`src/lsw_consts.svh`:
```
`ifndef LSW_CONSTS_SVH
`define LSW_CONSTS_SVH

// System clock in MHz
`define LSW_CLK_MHZ 125
// Watchdog oscillator period with the default timing resistor, in ns
`define LSW_OSC_PERIOD_NS 19615
// Initial lead time in ms
`define LSW_LEAD_TIME_MS 155
// Clock cycles per oscillator period, rounded down
`define LSW_OSC_DIV ((`LSW_OSC_PERIOD_NS * `LSW_CLK_MHZ) / 1000)
// Oscillator periods in the lead time, rounded down
`define LSW_LEAD_TICKS ((`LSW_LEAD_TIME_MS * 1000000) / `LSW_OSC_PERIOD_NS)
// Closed and open window and reset hold, in oscillator periods
`define LSW_CLOSED_TICKS 1000
`define LSW_OPEN_TICKS 1000
`define LSW_RST_TICKS 200
// Counter width for all watchdog intervals
`define LSW_CNT_W 16
// Reset values
`define LSW_TRIG_RST 1'b1
`define LSW_RXD_RST 1'b1

`endif

```
`src/lsw_pkg.sv`:
```
`default_nettype none
package lsw_pkg;
  typedef enum logic [1:0] {
    LSW_FAILSAFE,
    LSW_NORMAL,
    LSW_SILENT,
    LSW_SLEEP
  } lsw_mode_t;

  typedef enum logic [2:0] {
    LSW_WD_OFF,
    LSW_WD_LEAD,
    LSW_WD_CLOSED,
    LSW_WD_OPEN,
    LSW_WD_RESET
  } lsw_wd_t;

  typedef struct packed {
    logic o;
    logic oe;
  } lsw_od_pin_t;
endpackage
`default_nettype wire

```
`src/lsw_wd_mode.sv`:
```
`timescale 1ns/1ns
`include "lsw_consts.svh"
`default_nettype none

module lsw_wd_mode #(
  parameter int OSC_DIV = `LSW_OSC_DIV,
  parameter int LEAD_TICKS = `LSW_LEAD_TICKS,
  parameter int CLOSED_TICKS = `LSW_CLOSED_TICKS,
  parameter int OPEN_TICKS = `LSW_OPEN_TICKS,
  parameter int RST_TICKS = `LSW_RST_TICKS
) (
  input wire logic clock,
  input wire logic reset,
  input wire logic clk_en,
  input wire logic en_in,
  input wire logic sleep_req,
  input wire logic wake_in,
  input wire logic undervoltage_in,
  input wire logic debug_mode_in,
  input wire logic wd_trigger_in_n,
  input wire logic txd_in,
  input wire logic lin_bus_in,
  output lsw_pkg::lsw_od_pin_t lin_bus_pin,
  output logic rxd_out,
  output lsw_pkg::lsw_od_pin_t sys_reset_out_n,
  output lsw_pkg::lsw_mode_t mode,
  output lsw_pkg::lsw_wd_t wd_phase
);
  import lsw_pkg::*;

  localparam int CW = `LSW_CNT_W;

  generate
    if (OSC_DIV < 1 || OSC_DIV >= (1 << CW) || LEAD_TICKS < 1 || LEAD_TICKS >= (1 << CW) ||
        CLOSED_TICKS < 1 || CLOSED_TICKS >= (1 << CW) || OPEN_TICKS < 1 ||
        OPEN_TICKS >= (1 << CW) || RST_TICKS < 1 || RST_TICKS >= (1 << CW)) begin : g_bad
      $error("lsw_wd_mode: interval parameter out of range");
    end
  endgenerate

  function automatic logic [CW-1:0] wd_limit(input lsw_wd_t st);
    case (st)
      LSW_WD_LEAD: wd_limit = CW'(LEAD_TICKS - 1);
      LSW_WD_CLOSED: wd_limit = CW'(CLOSED_TICKS - 1);
      LSW_WD_OPEN: wd_limit = CW'(OPEN_TICKS - 1);
      LSW_WD_RESET: wd_limit = CW'(RST_TICKS - 1);
      default: wd_limit = '0;
    endcase
  endfunction

  lsw_mode_t mode_q;
  lsw_mode_t mode_d;
  lsw_wd_t wd_q;
  lsw_wd_t wd_d;
  logic [CW-1:0] pre_q;
  logic [CW-1:0] cnt_q;
  logic trig_prev_q;
  logic rxd_q;
  lsw_od_pin_t lin_q;
  lsw_od_pin_t rst_line_q;

  wire osc_tick = clk_en && (pre_q == CW'(OSC_DIV - 1));
  wire phase_end = osc_tick && (cnt_q == wd_limit(wd_q));
  wire trig_fall = clk_en && trig_prev_q && !wd_trigger_in_n;
  // Watchdog idle outside normal and fail-safe
  wire wd_run = (mode_q == LSW_NORMAL || mode_q == LSW_FAILSAFE) && !debug_mode_in;
  wire rst_d = (wd_d == LSW_WD_RESET) || undervoltage_in;
  wire pass_d = (mode_d == LSW_NORMAL) && !rst_d;

  always_comb begin
    wd_d = wd_q;
    if (!wd_run) begin
      wd_d = LSW_WD_OFF;
    end else begin
      case (wd_q)
        LSW_WD_OFF: wd_d = LSW_WD_LEAD;
        LSW_WD_LEAD: begin
          if (trig_fall) begin
            wd_d = LSW_WD_CLOSED;
          end else if (phase_end) begin
            wd_d = LSW_WD_RESET;
          end
        end
        LSW_WD_CLOSED: begin
          if (trig_fall) begin
            wd_d = LSW_WD_RESET;
          end else if (phase_end) begin
            wd_d = LSW_WD_OPEN;
          end
        end
        LSW_WD_OPEN: begin
          if (trig_fall) begin
            wd_d = LSW_WD_CLOSED;
          end else if (phase_end) begin
            wd_d = LSW_WD_RESET;
          end
        end
        LSW_WD_RESET: begin
          if (phase_end) begin
            wd_d = LSW_WD_LEAD;
          end
        end
        default: wd_d = LSW_WD_OFF;
      endcase
    end
  end

  always_comb begin
    mode_d = mode_q;
    case (mode_q)
      LSW_FAILSAFE: begin
        if (en_in && !rst_d) begin
          mode_d = LSW_NORMAL;
        end
      end
      LSW_NORMAL: begin
        // Failure or undervoltage drops to fail-safe
        if (rst_d) begin
          mode_d = LSW_FAILSAFE;
        end else if (!en_in) begin
          mode_d = sleep_req ? LSW_SLEEP : LSW_SILENT;
        end
      end
      LSW_SILENT, LSW_SLEEP: begin
        if (wake_in) begin
          mode_d = LSW_FAILSAFE;
        end
      end
      default: mode_d = LSW_FAILSAFE;
    endcase
  end

  always_ff @(posedge clock) begin
    if (reset) begin
      mode_q <= LSW_FAILSAFE;
      wd_q <= LSW_WD_OFF;
      pre_q <= '0;
      cnt_q <= '0;
      trig_prev_q <= `LSW_TRIG_RST;
    end else if (clk_en) begin
      mode_q <= mode_d;
      wd_q <= wd_d;
      pre_q <= osc_tick ? '0 : pre_q + 1'b1;
      cnt_q <= (wd_d != wd_q) ? '0 : (osc_tick ? cnt_q + 1'b1 : cnt_q);
      trig_prev_q <= wd_trigger_in_n;
    end
  end

  // Pin stages; power-up reset holds the reset line low
  always_ff @(posedge clock) begin
    if (reset) begin
      rxd_q <= `LSW_RXD_RST;
      lin_q <= '0;
      rst_line_q <= '{o: 1'b0, oe: 1'b1};
    end else if (clk_en) begin
      lin_q <= '{o: 1'b0, oe: pass_d && !txd_in};
      rxd_q <= pass_d ? lin_bus_in : 1'b1;
      rst_line_q <= '{o: 1'b0, oe: rst_d};
    end
  end

  assign lin_bus_pin = lin_q;
  assign rxd_out = rxd_q;
  assign sys_reset_out_n = rst_line_q;
  assign mode = mode_q;
  assign wd_phase = wd_q;

  chk_powerup_mode: assert property (@(posedge clock) reset |=> mode_q == LSW_FAILSAFE)
    else $error("mode not fail-safe after reset");
  chk_failsafe_hold: assert property (@(posedge clock) disable iff (reset)
    mode_q == LSW_FAILSAFE && !en_in |=> mode_q == LSW_FAILSAFE)
    else $error("left fail-safe without enable");
  chk_enable_normal: assert property (@(posedge clock) disable iff (reset)
    clk_en && mode_q == LSW_FAILSAFE && en_in && !rst_d |=> mode_q == LSW_NORMAL)
    else $error("enable did not enter normal");
  chk_open_miss: assert property (@(posedge clock) disable iff (reset)
    clk_en && wd_run && wd_q == LSW_WD_OPEN && phase_end && !trig_fall
    |=> wd_q == LSW_WD_RESET && !sys_reset_out_n.o && sys_reset_out_n.oe)
    else $error("missed open window gave no reset");
  chk_early_trig: assert property (@(posedge clock) disable iff (reset)
    clk_en && wd_run && wd_q == LSW_WD_CLOSED && trig_fall |=> sys_reset_out_n.oe)
    else $error("early trigger gave no reset");
  chk_lead_expiry: assert property (@(posedge clock) disable iff (reset)
    clk_en && wd_run && wd_q == LSW_WD_LEAD && phase_end && !trig_fall |=> wd_q == LSW_WD_RESET)
    else $error("lead expiry gave no reset");
  chk_low_power_off: assert property (@(posedge clock) disable iff (reset)
    clk_en && (mode_q == LSW_SILENT || mode_q == LSW_SLEEP) |=> wd_q == LSW_WD_OFF)
    else $error("watchdog running in low power mode");
  chk_gate_normal: assert property (@(posedge clock) disable iff (reset)
    (lin_bus_pin.oe || !rxd_out) |-> mode_q == LSW_NORMAL && !sys_reset_out_n.oe)
    else $error("transceiver active outside normal");
  chk_tx_follow: assert property (@(posedge clock) disable iff (reset)
    clk_en && pass_d |=> lin_bus_pin.oe == !$past(txd_in))
    else $error("bus does not follow transmit");
  chk_rx_follow: assert property (@(posedge clock) disable iff (reset)
    clk_en && pass_d |=> rxd_out == $past(lin_bus_in))
    else $error("receive does not follow bus");
  chk_debug_off: assert property (@(posedge clock) disable iff (reset)
    clk_en && debug_mode_in |=> wd_q == LSW_WD_OFF)
    else $error("watchdog active in debug mode");
  chk_fail_safe: assert property (@(posedge clock) disable iff (reset)
    sys_reset_out_n.oe |-> mode_q != LSW_NORMAL)
    else $error("normal mode during reset");
  chk_restart_lead: assert property (@(posedge clock) disable iff (reset)
    clk_en && wd_run && wd_q == LSW_WD_RESET && phase_end |=> wd_q == LSW_WD_LEAD)
    else $error("no restart from lead");
  chk_freeze_state: assert property (@(posedge clock) disable iff (reset)
    !clk_en |=> $stable(wd_q) && $stable(mode_q) && $stable(cnt_q))
    else $error("state moved with clock enable low");

  cov_enter_normal: cover property (@(posedge clock) disable iff (reset)
    mode_q == LSW_FAILSAFE ##1 mode_q == LSW_NORMAL);
  cov_good_trigger: cover property (@(posedge clock) disable iff (reset)
    wd_q == LSW_WD_OPEN && trig_fall);
  cov_wd_reset: cover property (@(posedge clock) disable iff (reset)
    wd_q != LSW_WD_RESET ##1 wd_q == LSW_WD_RESET);
  cov_sleep: cover property (@(posedge clock) disable iff (reset)
    mode_q == LSW_NORMAL ##1 mode_q == LSW_SLEEP);
endmodule

`default_nettype wire

```
`config.mk`:
```
export PLATFORM = sky130hd
export DESIGN_NAME = lsw_wd_mode
export DESIGN_NICKNAME = d
export VERILOG_FILES = /design/src/lsw_pkg.sv /design/src/lsw_wd_mode.sv
export VERILOG_INCLUDE_DIRS = /design/src
export SDC_FILE = /design/constraint.sdc
export NUM_CORES = 1
export LEC_CHECK = 0
export BUFFER_PORTS_ARGS = -buffer_cell sky130_fd_sc_hd__buf_2
export CAP_MARGIN = 20
export CORE_MARGIN = 4
export CORE_UTILIZATION = 35
export DETAILED_ROUTE_END_ITERATION = 10
export PLACE_DENSITY = 0.54
export SYNTH_ARGS = -nofsm -noshare
export SYNTH_HDL_FRONTEND = slang
export SYNTH_SLANG_ARGS = --single-unit
```
`constraint.sdc`:
```
create_clock -name clock -period 2.6 [get_ports clock]
set_clock_uncertainty 0.2 [all_clocks]
set_input_delay 0.13 -clock clock [delete_from_list [all_inputs] [get_ports clock]]
set_output_delay 0.13 -clock clock [all_outputs]
set_load 0.05 [all_outputs]
```
# Yosys cells after proc, flatten, opt, wreduce, memory -nomap -nowiden
# Index checks and enable logic that the tools add are counted.
[word_totals]
ff_bits = 41
inputBits = 11
output_inout_bits = 10
wordCells = 61
[op_classes]
add_sub_neg = 2
eq_ne = 12
muxes = 18
reduce_logical = 21
[ops]
columns = ["op", "count"]
rows = [
  ["2-to-1 mux 16 bit", 3],
  ["case mux 13 bit (3 select lines)", 1],
  ["adder 16 x 1 -> 16 bit (second input constant)", 2],
  ["2-to-1 mux 3 bit", 6],
  ["== test 16 x 12 -> 1 bit (second input constant)", 1],
  ["== test 16 bit", 1],
  ["case mux 3 bit (4 select lines)", 1],
  ["logical AND 1 bit", 8],
  ["2-to-1 mux 2 bit", 4],
  ["== test 3 x 2 -> 1 bit (second input constant)", 2],
  ["== test 3 bit (second input constant)", 2],
  ["case mux 2 bit (3 select lines)", 1],
  ["OR reduction 2 bit", 3],
  ["== test 2 x 1 -> 1 bit (second input constant)", 2],
  ["== test 2 bit (second input constant)", 2],
  ["zero test 1 bit", 4],
  ["== test 3 x 1 -> 1 bit (second input constant)", 1],
  ["zero test 3 bit", 1],
  ["inequality test 3 bit", 1],
  ["zero test 2 bit", 1],
  ["logical OR 1 bit", 2],
  ["2-to-1 mux 1 bit", 2],
  ["AND reduction 2 bit", 1],
  ["nonzero test 2 bit", 1],
]

# Depth between registers and ports, before layout
# Gate-level depths: netlist of the first run.
[depth]
depth_word = 18
ltp_mapped = 10
ltp_nobuf = 9

# Worst setup path after synthesis of the first run
# OpenSTA, ideal clock, no wires.
[synth_path]
kind = "reg2reg"
from = "register wd_q[0], in the netlist wd_phase[0]"
to = "register rxd_q, in the netlist rxd_out"
setup_time_ns = 0.128
arrival_ns = 2.504
path_slack_ns = -0.233
stages_incl_launch_ff = 8
n_path_buf = 1
cell_sequence = "dfxtp_1 -> buf_2 -> or3b_1 -> o31ai_1 -> a31oi_1 -> o31a_1 -> nor4_4 -> a21oi_1"
[synth_between]
elab_chain_cells = 18
elab_cells_between_ends = 27
cone_classes = "eq/ne: 7; mux: 12; reduce/logical: 8"
[synth_rtl]
columns = ["item", "line", "text"]
rows = [
  ["start: declaration", "lsw_wd_mode.sv:53", "lsw_wd_t wd_q;"],
  ["start signal: assignment", "lsw_wd_mode.sv:142", "wd_q <= wd_d;"],
  ["== test 3 x 2 -> 1 bit", "lsw_wd_mode.sv:42, lsw_wd_mode.sv:75", ""],
  ["OR reduction 2 bit (no source line)", "n/a", ""],
  ["case mux 13 bit (3 select lines)", "lsw_wd_mode.sv:42", "case (st)"],
  ["== test 16 bit", "lsw_wd_mode.sv:63", "wire phase_end = osc_tick && (cnt_q == wd_limit(wd_q));"],
  ["logical AND 1 bit", "lsw_wd_mode.sv:63", ""],
  ["2-to-1 mux 3 bit (on tied branches)", "lsw_wd_mode.sv:80, lsw_wd_mode.sv:94, lsw_wd_mode.sv:87", ""],
  ["2-to-1 mux 3 bit (on tied branches)", "lsw_wd_mode.sv:92, lsw_wd_mode.sv:85", ""],
  ["case mux 3 bit (4 select lines) *", "lsw_wd_mode.sv:75", "case (wd_q)"],
  ["(+2 left out)", "n/a", ""],
  ["logical OR 1 bit *", "lsw_wd_mode.sv:67", "wire rst_d = (wd_d == LSW_WD_RESET) || undervoltage_in;"],
  ["zero test 1 bit", "lsw_wd_mode.sv:68, lsw_wd_mode.sv:112", ""],
  ["logical AND 1 bit", "lsw_wd_mode.sv:112", "if (en_in && !rst_d) begin"],
  ["2-to-1 mux 2 bit", "lsw_wd_mode.sv:112", ""],
  ["case mux 2 bit (3 select lines)", "lsw_wd_mode.sv:110", "case (mode_q)"],
  ["== test 2 x 1 -> 1 bit", "lsw_wd_mode.sv:68", "wire pass_d = (mode_d == LSW_NORMAL) && !rst_d;"],
  ["logical AND 1 bit *", "lsw_wd_mode.sv:68", ""],
  ["2-to-1 mux 1 bit *", "lsw_wd_mode.sv:157", "rxd_q <= pass_d ? lin_bus_in : 1'b1;"],
  ["end signal: assignment", "lsw_wd_mode.sv:152", "rxd_q <= `LSW_RXD_RST;"],
  ["end signal: assignment", "lsw_wd_mode.sv:157", ""],
  ["end: declaration", "lsw_wd_mode.sv:58", "logic rxd_q;"],
]
# Every way passes the cells marked *; elsewhere a longest branch is shown, timed or not.
# A chain may end at the register's enable or synchronous reset.

# Worst setup path after layout of the first run
[layout_path]
from = "register wd_q[2], in the netlist wd_phase[2]"
to = "register wd_q[2], in the netlist wd_phase[2]"
[layout_between]
elab_chain_cells = 9
elab_cells_between_ends = 17
cone_classes = "eq/ne: 5; mux: 8; reduce/logical: 4"
[layout_rtl]
columns = ["item", "line", "text"]
rows = [
  ["== test 3 x 2 -> 1 bit", "lsw_wd_mode.sv:42, lsw_wd_mode.sv:75", ""],
  ["OR reduction 2 bit (no source line)", "n/a", ""],
  ["case mux 13 bit (3 select lines)", "lsw_wd_mode.sv:42", ""],
  ["== test 16 bit", "lsw_wd_mode.sv:63", ""],
  ["logical AND 1 bit", "lsw_wd_mode.sv:63", ""],
  ["2-to-1 mux 3 bit (on tied branches)", "lsw_wd_mode.sv:80, lsw_wd_mode.sv:94, lsw_wd_mode.sv:87", ""],
  ["2-to-1 mux 3 bit (on tied branches)", "lsw_wd_mode.sv:92, lsw_wd_mode.sv:85", ""],
  ["case mux 3 bit (4 select lines) *", "lsw_wd_mode.sv:75", ""],
  ["2-to-1 mux 3 bit *", "lsw_wd_mode.sv:72", "if (!wd_run) begin"],
]
# Marked as above.

==> results of run 1 <==
==> state kept, by name, indices dropped and copies added (netlist names) <==
name and cells:
sys_reset_out_n 1, mode 2, trig_prev_q 1, cnt_q 16, lin_bus_pin 1, rxd_out 1, pre_q 16, wd_phase 3
==> final timing paths <==
| kind | start | endpoint | depth (start not counted) |
|---|---|---|---|
| min | reset | pre_q[1] | 2 |
| max | wd_phase[2] | wd_phase[2] | 8 |
| min reg2reg | cnt_q[15] | cnt_q[15] | 2 |
| max reg2reg | wd_phase[2] | wd_phase[2] | 8 |
==> area by class of cell <==
cell class | count | area, sq um
Timing Repair Buffer | 63 | 443
Multi-Input combinational cell | 225 | 1530
Tap cell | 77 | 96.3
Clock buffer | 8 | 111
Inverter | 6 | 22.5
Fill cell | 648 | 3390
Sequential cell | 41 | 828
==> metrics by stage <==
stage	std cells	util [%]	hold slack, ps
3_5_place_dp	401	42.5	180
6_report	420	47.2	22.2
3_3_place_gp	401	42.5	177
2_1_floorplan	288	-	58.4
5_1_grt	420	47.2	23.3
4_1_cts	417	45.5	13.4
==> kinds of logic (layout without fill, tap and decap cells) <==
group                    after synthesis  after routing  share of synthesized area [%]
flip-flops                            41             41                           35.0
multiplexers                          13             13                           5.61
buffers and inverters                 23             77                           4.27
XOR/XNOR                              14             14                           5.24
adder cells (fa/ha/maj)                3              3                           1.60
AO/OA/AOI/OAI                         50             51                           15.1
other                                  1              2                          0.160
AND/OR/NAND/NOR                      142            142                           33.0
==> timing repair <==
item	CTS	global route
gates cloned	0	1
gates resized for setup	1	18
pin swaps	6	10
setup endpoints to repair	20	23
hold buffers	6	0
setup buffers	2	3
hold endpoints to repair	5	0
==> placed cells by master, fill, tap and decap left out, types with 10 or more instances in the layout <==
master                    count
sky130_fd_sc_hd__a21oi_1     16
sky130_fd_sc_hd__buf_2       18
sky130_fd_sc_hd__buf_4       39
sky130_fd_sc_hd__dfxtp_1     37
sky130_fd_sc_hd__mux2i_1     12
sky130_fd_sc_hd__nand2_1     29
sky130_fd_sc_hd__nand3_1     19
sky130_fd_sc_hd__nand4_1     10
sky130_fd_sc_hd__nor2_1      29
sky130_fd_sc_hd__xor2_1      12
==> power by group through the flow <==
stage | logic (uW) | clock network, uW | registers, uW
6_report | 159 | 498 | 638
3_3_place_gp | 134 | 0 | 653
3_5_place_dp | 136 | 0 | 653
4_1_cts | 145 | 521 | 638
5_1_grt | 172 | 544 | 639
2_1_floorplan | 81.8 | 0 | 666
==> metal layers <==
| layer | wire [microns] | track usage, % | part of all wire [%] |
|---|---|---|---|
| met1 | 3060 | 19.9 | 50 |
| met2 | 2790 | 24.2 | 46 |
| met3 | 165 | 3.01 | 2.7 |
| met4 | 70 | 3.83 | 1.2 |
| met5 | 0 | 0 | 0 |
==> metrics list, run 1 <==
- Result of the run: complete, no violations
* Worst setup path category: flop to flop
* Clock transition at path regs: 80 ps
- Pre-CTS setup slack: -137 ps
* 1st-pass router iterations: 4
- Measured along the y axis, the die boundary spans 89.8 microns.
- For this run, design rule violations remaining after detail routing come to 0.
- First-pass GRT wire length: 10.0 mm
- In this run the count of I/O pins placed on the die edge is 21.
- Number of flops mapped to enable cells by yosys: 0
* Total count of hold-check failures in the final report: 0
- The analysis attributes to net switching a power of 327 uW.
- Sequential element share of the synthesized area: 35.0%
* Cell Area, Synth: 2340 sq um
* Post-DRT Antenna Nets: 0
- YS warnings: 0
- Per report_power, the clock group accounts for 38.5% of the total.
- Cell internal pwr: 968 uW
* Commonest cells in the synthesized netlist: sky130_fd_sc_hd__dfxtp_1, sky130_fd_sc_hd__nand2_1, sky130_fd_sc_hd__nor2_1
- Crit path max-delay family: compound AO/OA/AOI/OAI gates
* Arrival time reported for the critical path endpoint: 2510 ps
- Reg2reg setup slack: 50 ps
- Number of vias after detailed routing: 2262
- Entering global routing, the biggest net connects 25 pins.
- TritonCTS built the clock tree.
* Most frequent cell after synthesis: sky130_fd_sc_hd__dfxtp_1
- Dividing the detail-routed wire length by the instance count gives 14.5 microns.
- STA classifies the critical path startpoint as a flop.
- Per-cell via count in the routed design: 5.39
* Max H-tree Level: 2
* Proportion of power drawn by combinational gates: 12.2%
* Ranking of synthesized cells by area: sky130_fd_sc_hd__dfxtp_1, sky130_fd_sc_hd__mux2i_1, sky130_fd_sc_hd__nand2_1, sky130_fd_sc_hd__nor2_1, sky130_fd_sc_hd__xor2_1
* Number of port buffers: 18
- Setup violations remaining at the end of the flow were counted as 0.
* Largest fanout of any net on the critical path: 5
- After detailed placement, the total cell area comes to 2730 sq um.
* Aggregate global routing overflow: 0
- Area enclosed by the die boundary: 8060 sq um
* Slowest stage delay, CP: 380 ps
* Slowest cell on the critical path: sky130_fd_sc_hd__a2111oi_4
* Initial antenna violation count: 0
- For the pin with the worst max-slew slack, the measured transition is 696 ps.
* Library cells used by synthesis: 54
- Endpoint kind of the worst setup timing path: flop
- CTS Root Cell: sky130_fd_sc_hd__clkbuf_8
* Most used flip-flop cell after synthesis: sky130_fd_sc_hd__dfxtp_1
* Max-Cap Viols: 0
- The core region is 6420 sq um.
- Reg power frac: 49.3%
- Synth async-reset ratio: 0%
- Final non-filler cell area: 3030 sq um
- Setup repair after global routing could not meet its margin everywhere.
- The HPWL after detailed placement is 4.24 mm.
- Combined buffer and inverter count along the critical path: 1
- Via count of the first global-routing pass: 2170
- Sinks on Clock Net: 41
* Post-synthesis cell type with the largest combined area: sky130_fd_sc_hd__dfxtp_1
- Chip Width: 89.8 microns
* Number of buffers inserted during clock tree synthesis: 5
- Worst-Skew Late Latency: 290 ps
* Post-detailed-routing wire length: 6.09 mm
* Final clock period utilization by the worst path: 98.0%
- At the end of the flow, the number of nets in the layout was 356.
- Rel. slew slack: 53.1%
- 1st-iter DRT viols: 128
* Synthesized instance count: 287
- Setup tns final: 0 ps
- The tightest min-delay check is of the input port to flop type.
- WP data required: 2570 ps
- Initial core utilization: 36.5%
- Each instance of the synthesized netlist takes up on average 8.16 sq um.
- In the post-route analysis, the smallest setup slack over all paths is 51.7 ps.
- The design draws 1290 uW.
* Switching part of the total power: 25.3%
* Peak supply drop: 0.247 mV
* Ordered list of cells on the worst path: and2b_2 > or3_4 > a2111oi_4 > a31oi_1 > o31a_1 > buf_4 > mux2i_1 > nor2_1
- For this design the static power due to leakage is 0.00116 uW.
- Compared with the post-synthesis result, the final layout area differs by 29.5%.
* Min Clock Period, post-route: 2550 ps
* Cell Rows: 29
* Overall global routing resource usage: 14.8%
- Achievable clock frequency: 0.392 GHz
- Dividing total power by cell area gives a power density of 427 nW/um^2.
- Of the cells placed in the final design, the portion with a size suffix greater than 1 is 25.7%.
* Clock buffer depth: 2
- In this run the biggest area consumer among cell types represents 35.0% of the synthesized area.
* Synthesis-stage register bit count: 41
* Count of pins over their slew limit: 0
- The repair_antennas step left the layout with diodes totalling 0.
* Routability Congestion: 0.798
Power figures use the tool's default switching activity.
==> inputs of run 2 (changes only) <==
--- a/config.mk
+++ b/config.mk
@@ -12,4 +12,5 @@
 export CORE_UTILIZATION = 35
 export DETAILED_ROUTE_END_ITERATION = 10
+export HOLD_SLACK_MARGIN = 0.12
 export PLACE_DENSITY = 0.54
 export SYNTH_ARGS = -nofsm -noshare
--- a/constraint.sdc
+++ b/constraint.sdc
@@ -3,3 +3,3 @@
 set_input_delay 0.13 -clock clock [delete_from_list [all_inputs] [get_ports clock]]
 set_output_delay 0.13 -clock clock [all_outputs]
-set_load 0.05 [all_outputs]
+set_load 0.005 [all_outputs]
==> run 2 against run 1 <==
  * Routed wire length barely moved
  * Clock-buffer cell count fell by 2
  * Final area rose by 1.9%
  * Critical path depth did not move
  * Largest cell class unchanged
  * Largest power group unchanged
==> metrics list, run 2 (synthesis gave the netlist of run 1 again) <==
- The number of iterations in the first detailed-routing pass came to 4 (unchanged).
- The final weighted congestion in routability-driven placement is 0.784 (-1.7%).
* Hpwl dp: 4.31 mm (+1.7%)
- Cell internal pwr: 915 uW (-5.4%)
- Number of port buffers: 18 (unchanged)
- Pin slew with the least headroom to its limit: 559 ps (-137 ps)
- Signed area change from the synthesized netlist to the final layout: 32.1%
- Initial core utilization: 36.5% (unchanged)
* Number of vias after detailed routing: 2303 (+1.8%)
* Leakage power total: 0.00120 uW (+3.3%)
* Via count of the first global-routing pass: 2210 (+1.8%)
* Worst-Skew Late Latency: 300 ps (about the same)
* Largest fanout of any net on the critical path: 6 (+1)
* Worst setup path category: flop to flop
* Setup repair after global routing missed its margin: yes
- Most common cell after layout, fill and taps aside: sky130_fd_sc_hd__buf_4
- The path depth of the worst reg2reg path is 8 (unchanged).
- The total track usage came to 15.3% (+0.48 points).
* Sinks on Clock Net: 41 (unchanged)
- Net count of the finished layout: 365 (+2.5%)
- Proportion of power drawn by combinational gates: 12.1% (about the same)
- Smallest hold slack: 278 ps (+256 ps)
* Clock transition at path regs: 70 ps (about the same)
* Post-DRT Antenna Nets: 0 (unchanged)
* Chip Width: 89.8 microns (unchanged)
- The clock share of power came to 36.3% (-2.2 points).
- Switching power summed over all nets: 320 uW (-2.0%)
- The final count of pins violating max slew came to 0 (unchanged).
* Final routed DRC violation total: 0 (unchanged)
* Power per unit of standard cell area: 400 nW/um^2 (-6.4%)
* TritonCTS clock tree: done
- Pin count of the biggest net entering global routing: 25 (unchanged)
* Achievable clock frequency: 0.388 GHz (-1.0%)
* Worst min-delay path category: flop to flop
- The final clock period utilization by the worst path came to 99.1% (+1.0 points).
- The area of the die was 8060 sq um (unchanged).
* Most frequent cells in the layout: sky130_fd_sc_hd__buf_4, sky130_fd_sc_hd__dfxtp_1, sky130_fd_sc_hd__nor2_1, sky130_fd_sc_hd__nand2_1
- The cell count after placement came to 405 (+1.0%).
- Min Clock Period, post-route: 2580 ps (+27.0 ps)
- Layout cell share with drive strength beyond 1: 26.1% (+0.48 points)
* WP data required: 2640 ps (+70 ps)
- Startpoint type of the worst setup path: flop
* Result of the run: complete, no violations
- The share of the core filled with cells in the final layout was 48.2% (+0.92 points).
* Final-report setup violation count: 0 (unchanged)
* 1st-iter DRT viols: 120 (-6.3%)
- The arrival time of data at the critical path endpoint is 2610 ps (+100 ps).
* Post-detailed-routing wire length: 6.09 mm (about the same)
- Aggregate global routing overflow: 0 (unchanged)
- Die Height: 89.8 microns (unchanged)
- The final cell count without fillers came to 429 (+2.1%).
* Hold Path Cell Cnt: 2 (unchanged)
- The root buffer cell chosen for the clock tree is sky130_fd_sc_hd__clkbuf_8.
- Diodes inserted: 0 (unchanged)
- The global-route wire length before repair is 10.3 mm (+3.1%).
- The share of total power in sequential cells came to 51.6% (+2.3 points).
- The worst max-slew margin expressed relative to the limit was 62.4% (+9.3 points).
- Total count of hold-check failures in the final report: 0 (unchanged)
- Standard cell core area: 6420 sq um (unchanged)
- The net switching share of the total power came to 25.9% (+0.67 points).
- The number of standard-cell rows in the floorplan came to 29 (unchanged).
- Peak supply drop: 0.274 mV (+11%)
* Per-cell via count in the routed design: 5.37 (-0.32%)
- The maximum count of clock buffers along a single path came to 2 (unchanged).
- The average wire length per cell after detail routing is 14.2 microns (-2.1%).
- Number of buffers inserted during clock tree synthesis: 5 (unchanged)
- Max-Cap Viols: 0 (unchanged)
* Initial antenna violation count: 0 (unchanged)
- STA classifies the critical path endpoint as a flop.
- I/O pin total: 21 (unchanged)
* Max H-tree Level: 2 (unchanged)
-- run 2: cell count changes in the layout (fill, tap and decap cells not counted), moves of 3 or more --
cell and change:
sky130_fd_sc_hd__dlygate4sd3_1 +5, sky130_fd_sc_hd__buf_4 +4, sky130_fd_sc_hd__dfxtp_1 +3, sky130_fd_sc_hd__dfxtp_2 -3
-- run 2: layer usage --
layer / global-route usage, % / part of all wire, %
met4: 5.24 / 1.6
met5: 0 / 0
met2: 25.3 / 48
met1: 20.0 / 47
met3: 2.92 / 2.7
-- run 2: cell type report --
type	count	area (sq um)
fillers	635	3330
multi-input cells	224	1530
flip-flops and latches	41	825
repair buffers	73	528
well taps	77	96.3
clock buffers	6	82.6
inverters	6	22.5
clock inverters	2	13.8
-- run 2: timing repair --
action                                  in CTS  in global routing
cloned                                       0                  1
gates resized for setup                      6                 16
endpoints found under the hold margin       16                  0
pin swaps                                    4                  9
buffers inserted                             0                  5
endpoints found under the setup margin      21                 21
hold buffers                                11                  0
-- run 2: power by group through the flow --
stage                     registers [uW]  logic [uW]  clock network [uW]
after global placement               653         120                   0
after floorplan                      655        75.5                   0
after CTS                            638         137                 468
after detailed placement             653         122                   0
final                                638         150                 448
after global routing                 639         165                 492
-- run 2: path summary, 6_finish.rpt --
path | endpoint | slack [ps] | startpoint
worst min register to register | trig_prev_q | 280 | trig_prev_q
worst max-delay path | mode[0] | 20 | wd_phase[2]
worst min-delay path | trig_prev_q | 280 | trig_prev_q
worst max register to register | mode[0] | 20 | wd_phase[2]
-- run 2: per-stage QoR --
step	TNS [ps]	setup slack (ps)	area [sq um]	total power, uW
finish	0	24.7	3090	1240
global route	-451	-92.3	3090	1300
CTS	0	20.1	2980	1240
detailed placement	-1360	-166	2750	775
global placement	-784	-133	2750	773
floorplan	0	51.6	2350	730
-- run 2: critical path, cell delays in order (launching register included) --
cell and delay [ps]:
sky130_fd_sc_hd__dfxtp_4 360, sky130_fd_sc_hd__and2b_2 260, sky130_fd_sc_hd__or3_4 350, sky130_fd_sc_hd__a2111oi_4 410
sky130_fd_sc_hd__buf_4 190, sky130_fd_sc_hd__a31oi_4 80, sky130_fd_sc_hd__o31a_1 320, sky130_fd_sc_hd__nor4_4 210
sky130_fd_sc_hd__o21a_1 160
==> inputs of run 3 (changes only) <==
Settings changed: RECOVER_POWER set to 50, SETUP_SLACK_MARGIN set to 0.02.
==> run 3 against run 2 <==
  * Global-route usage unchanged
  * Combinational power down 3%
  * Final cell count down 0.47%
  * Worst hold slack about the same
  * Die area unchanged
  * Final area down 0.69%
  * Sequential cell count unchanged
  * Register-to-register slack about the same
  * Largest power group unchanged
  * Routed wire length down 0.82%
==> metrics list, run 3 (synthesis gave the netlist of run 1 again) <==
- Standard cell core area: 6420 sq um (unchanged)
- The via count of the routed design came to 2305 (+0.087%).
* Number of port buffers: 18 (unchanged)
* Rel. slew slack: 61.8% (-0.60 points)
- The routed wire length is 6.04 mm (-0.82%).
- TritonCTS clock tree: done
- Area enclosed by the die boundary: 8060 sq um (unchanged)
- Result of the run: complete, no violations
- Slowest stage delay, CP: 400 ps (about the same)
* Arrival time reported for the critical path endpoint: 2620 ps (about the same)
- Smallest hold slack: 279 ps (+0.377 ps)
- Cell Rows: 29 (unchanged)
* Number of buffers inserted during clock tree synthesis: 5 (unchanged)
- Proportion of power drawn by combinational gates: 11.8% (-0.3 points)
- Endpoint kind of the worst setup timing path: flop
- Pin slew with the least headroom to its limit: 568 ps (+8.92 ps)
* Hold Path Cell Cnt: 2 (unchanged)
- The critical path required time was 2640 ps (about the same).
- The die boundary height is 89.8 microns (unchanged).
* Most common cell after layout, fill and taps aside: sky130_fd_sc_hd__buf_4
- The worst hold path belongs to the class flop to flop.
* Initial antenna violation count: 0 (unchanged)
- The number of remaining DRC errors came to 0 (unchanged).
- The depth of the CTS H-tree came to 2 (unchanged).
- For hold timing, the worst endpoint is trig_prev_q.
* Initial core utilization: 36.5% (unchanged)
* Final-report setup violation count: 0 (unchanged)
- Reg-to-Reg Start: wd_phase[2]
* Overall power: 1230 uW (-0.45%)
- The cell sitting at the root of the clock tree is a sky130_fd_sc_hd__clkbuf_8.
- Multi-input gate area in the final layout: 1520 sq um (-0.25%)
- Routability Congestion: 0.784 (unchanged)
- The net switching share of the total power was 25.9% (about the same).
- Switching power summed over all nets: 319 uW (-0.54%)
- Overall global routing resource usage: 15.3% (unchanged)
- Max-Cap Viols: 0 (unchanged)
- Fillers: 639 (+0.63%)
* Slowest cell on the critical path: sky130_fd_sc_hd__a2111oi_4
- Power per unit of standard cell area: 400 nW/um^2 (+0.24%)
- Sinks on Clock Net: 41 (unchanged)
- The maximum count of clock buffers along a single path is 2 (unchanged).
* Most frequent cells in the layout: sky130_fd_sc_hd__buf_4, sky130_fd_sc_hd__dfxtp_1, sky130_fd_sc_hd__nor2_1, sky130_fd_sc_hd__nand2_1, sky130_fd_sc_hd__nand3_1
- The pin count of the biggest net entering global routing is 25 (unchanged).
- Area taken by flip-flops and latches: 825 sq um (unchanged)
* Setup repair after global routing missed its margin: yes
- The time the worst path needs with I/O delays and setup came to 2580 ps (+0.357 ps).
- The final cell count without fillers came to 427 (-0.47%).
- The detailed placer's ending HPWL is 4.31 mm (unchanged).
* Via count of the first global-routing pass: 2219 (+0.41%)
* Worst-Skew Late Latency: 300 ps (about the same)
- STA classifies the critical path startpoint as a flop.
* Largest fanout of any net on the critical path: 6 (unchanged)
* Worst setup path category: flop to flop
- Reg2reg setup slack: 20 ps (about the same)
- Achievable clock frequency: 0.388 GHz (about the same)
- The post-detailed-route count of antenna-violating nets was 0 (unchanged).
- The cell count after placement is 405 (unchanged).
- Clock group share of total power: 36.4% (about the same)
- The total global routing overflow came to 0 (unchanged).
* Min-delay src: trig_prev_q
- The leakage power came to 0.00119 uW (-1.3%).
* 1st-pass router iterations: 4 (unchanged)
* Clock transition at path regs: 70 ps (about the same)
* First-pass GRT wire length: 10.3 mm (unchanged)
- Net count of the finished layout: 363 (-0.55%)
- The via density per instance is 5.40 (+0.56%).
* Final clock period utilization by the worst path: 99.1% (about the same)
- Ordered list of cells on the worst path: and2b_2 > or3_4 > a2111oi_4 > buf_4 > a31oi_4 > o31a_1 > nor4_4 > o21a_1
- Layout cell share with drive strength beyond 1: 24.9% (-1.3 points)
- The share of total power in sequential cells is 51.8% (+0.2 points).
- Total count of hold-check failures in the final report: 0 (unchanged)
- Cell internal pwr: 911 uW (-0.42%)
* RR Endpoint: mode[0]
* Length in cells of the worst reg-to-reg path: 8 (unchanged)
* I/O pin total: 21 (unchanged)
* Count of pins over their slew limit: 0 (unchanged)
- WL/cell: 14.1 microns (-0.36%)
- Chip Width: 89.8 microns (unchanged)
- Compared with the post-synthesis result, the final layout area differs by 31.1%.
* Peak supply drop: 0.274 mV (-0.17%)
* Diodes inserted: 0 (unchanged)
* 1st-iter DRT viols: 131 (+9.2%)
## run 3: cell types whose count changed in the layout (fill, tap and decap cells not counted)
cell,change
sky130_fd_sc_hd__a21oi_1,+1
sky130_fd_sc_hd__a21oi_2,-1
sky130_fd_sc_hd__buf_2,-2
sky130_fd_sc_hd__buf_4,-2
sky130_fd_sc_hd__clkbuf_1,+2
## run 3: final cells by class
class	instances	share of cell area (%)
Sequential cell	41	26.8
Clock buffer	6	2.69
Inverter	6	0.733
Tap cell	77	3.14
Clock inverter	2	0.448
Timing Repair Buffer	71	16.6
Multi-Input combinational cell	224	49.5
## run 3: repair_timing
item / in CTS / in global routing
resized for setup: 7 / 14
setup endpoints to repair: 22 / 22
setup buffers: 0 / 3
hold endpoints to repair: 16 / 0
cloned: 0 / 1
hold buffers: 11 / 0
pin swaps: 4 / 7
## run 3: stage by stage
stage	setup TNS [ps]	cell area [sq um]	utilization [%]	worst slack, ps
2_1_floorplan	0	2350	-	51.6
3_3_place_gp	-784	2750	42.8	-133
3_5_place_dp	-1360	2750	42.8	-166
4_1_cts	0	2990	46.5	28.3
5_1_grt	-444	3070	47.8	-95.7
6_report	0	3070	47.8	24.3
## run 3: power groups by stage
stage / Sequential, uW / Combinational [uW] / Clock, uW
2_1_floorplan: 655 / 75.5 / 0
3_3_place_gp: 653 / 120 / 0
3_5_place_dp: 653 / 122 / 0
4_1_cts: 638 / 138 / 468
5_1_grt: 639 / 160 / 492
6_report: 638 / 145 / 448
## run 3: worst max path at each step
stage	from	endpoint	slack, ps	cells past startpoint
after global routing	wd_phase[2]	mode[0]	-100	8
after CTS	wd_phase[2]	mode[1]	30	8
after floorplan	pre_q[0]	rxd_out	50	9
final	wd_phase[2]	mode[0]	20	8
after global placement	pre_q[0]	rxd_out	-130	9
after detailed placement	pre_q[0]	rxd_out	-170	9
## run 3: critical path, delay by kind of cell (launching register included)
family	cells	cell delay (ps)
and+or+nand+nor	3	820
buffers and inverters	1	190
AOI/OAI and AO/OA	4	960
DFF	1	360
## run 3: metal layers
| layer | vias up | part of all wire [%] | track usage, % |
|---|---|---|---|
| li1 | 1166 | - | - |
| met1 | 1104 | 48 | 19.9 |
| met2 | 23 | 47 | 25.2 |
| met3 | 12 | 2.4 | 3.01 |
| met4 | 0 | 2.0 | 5.36 |
| met5 | - | 0 | 0 |
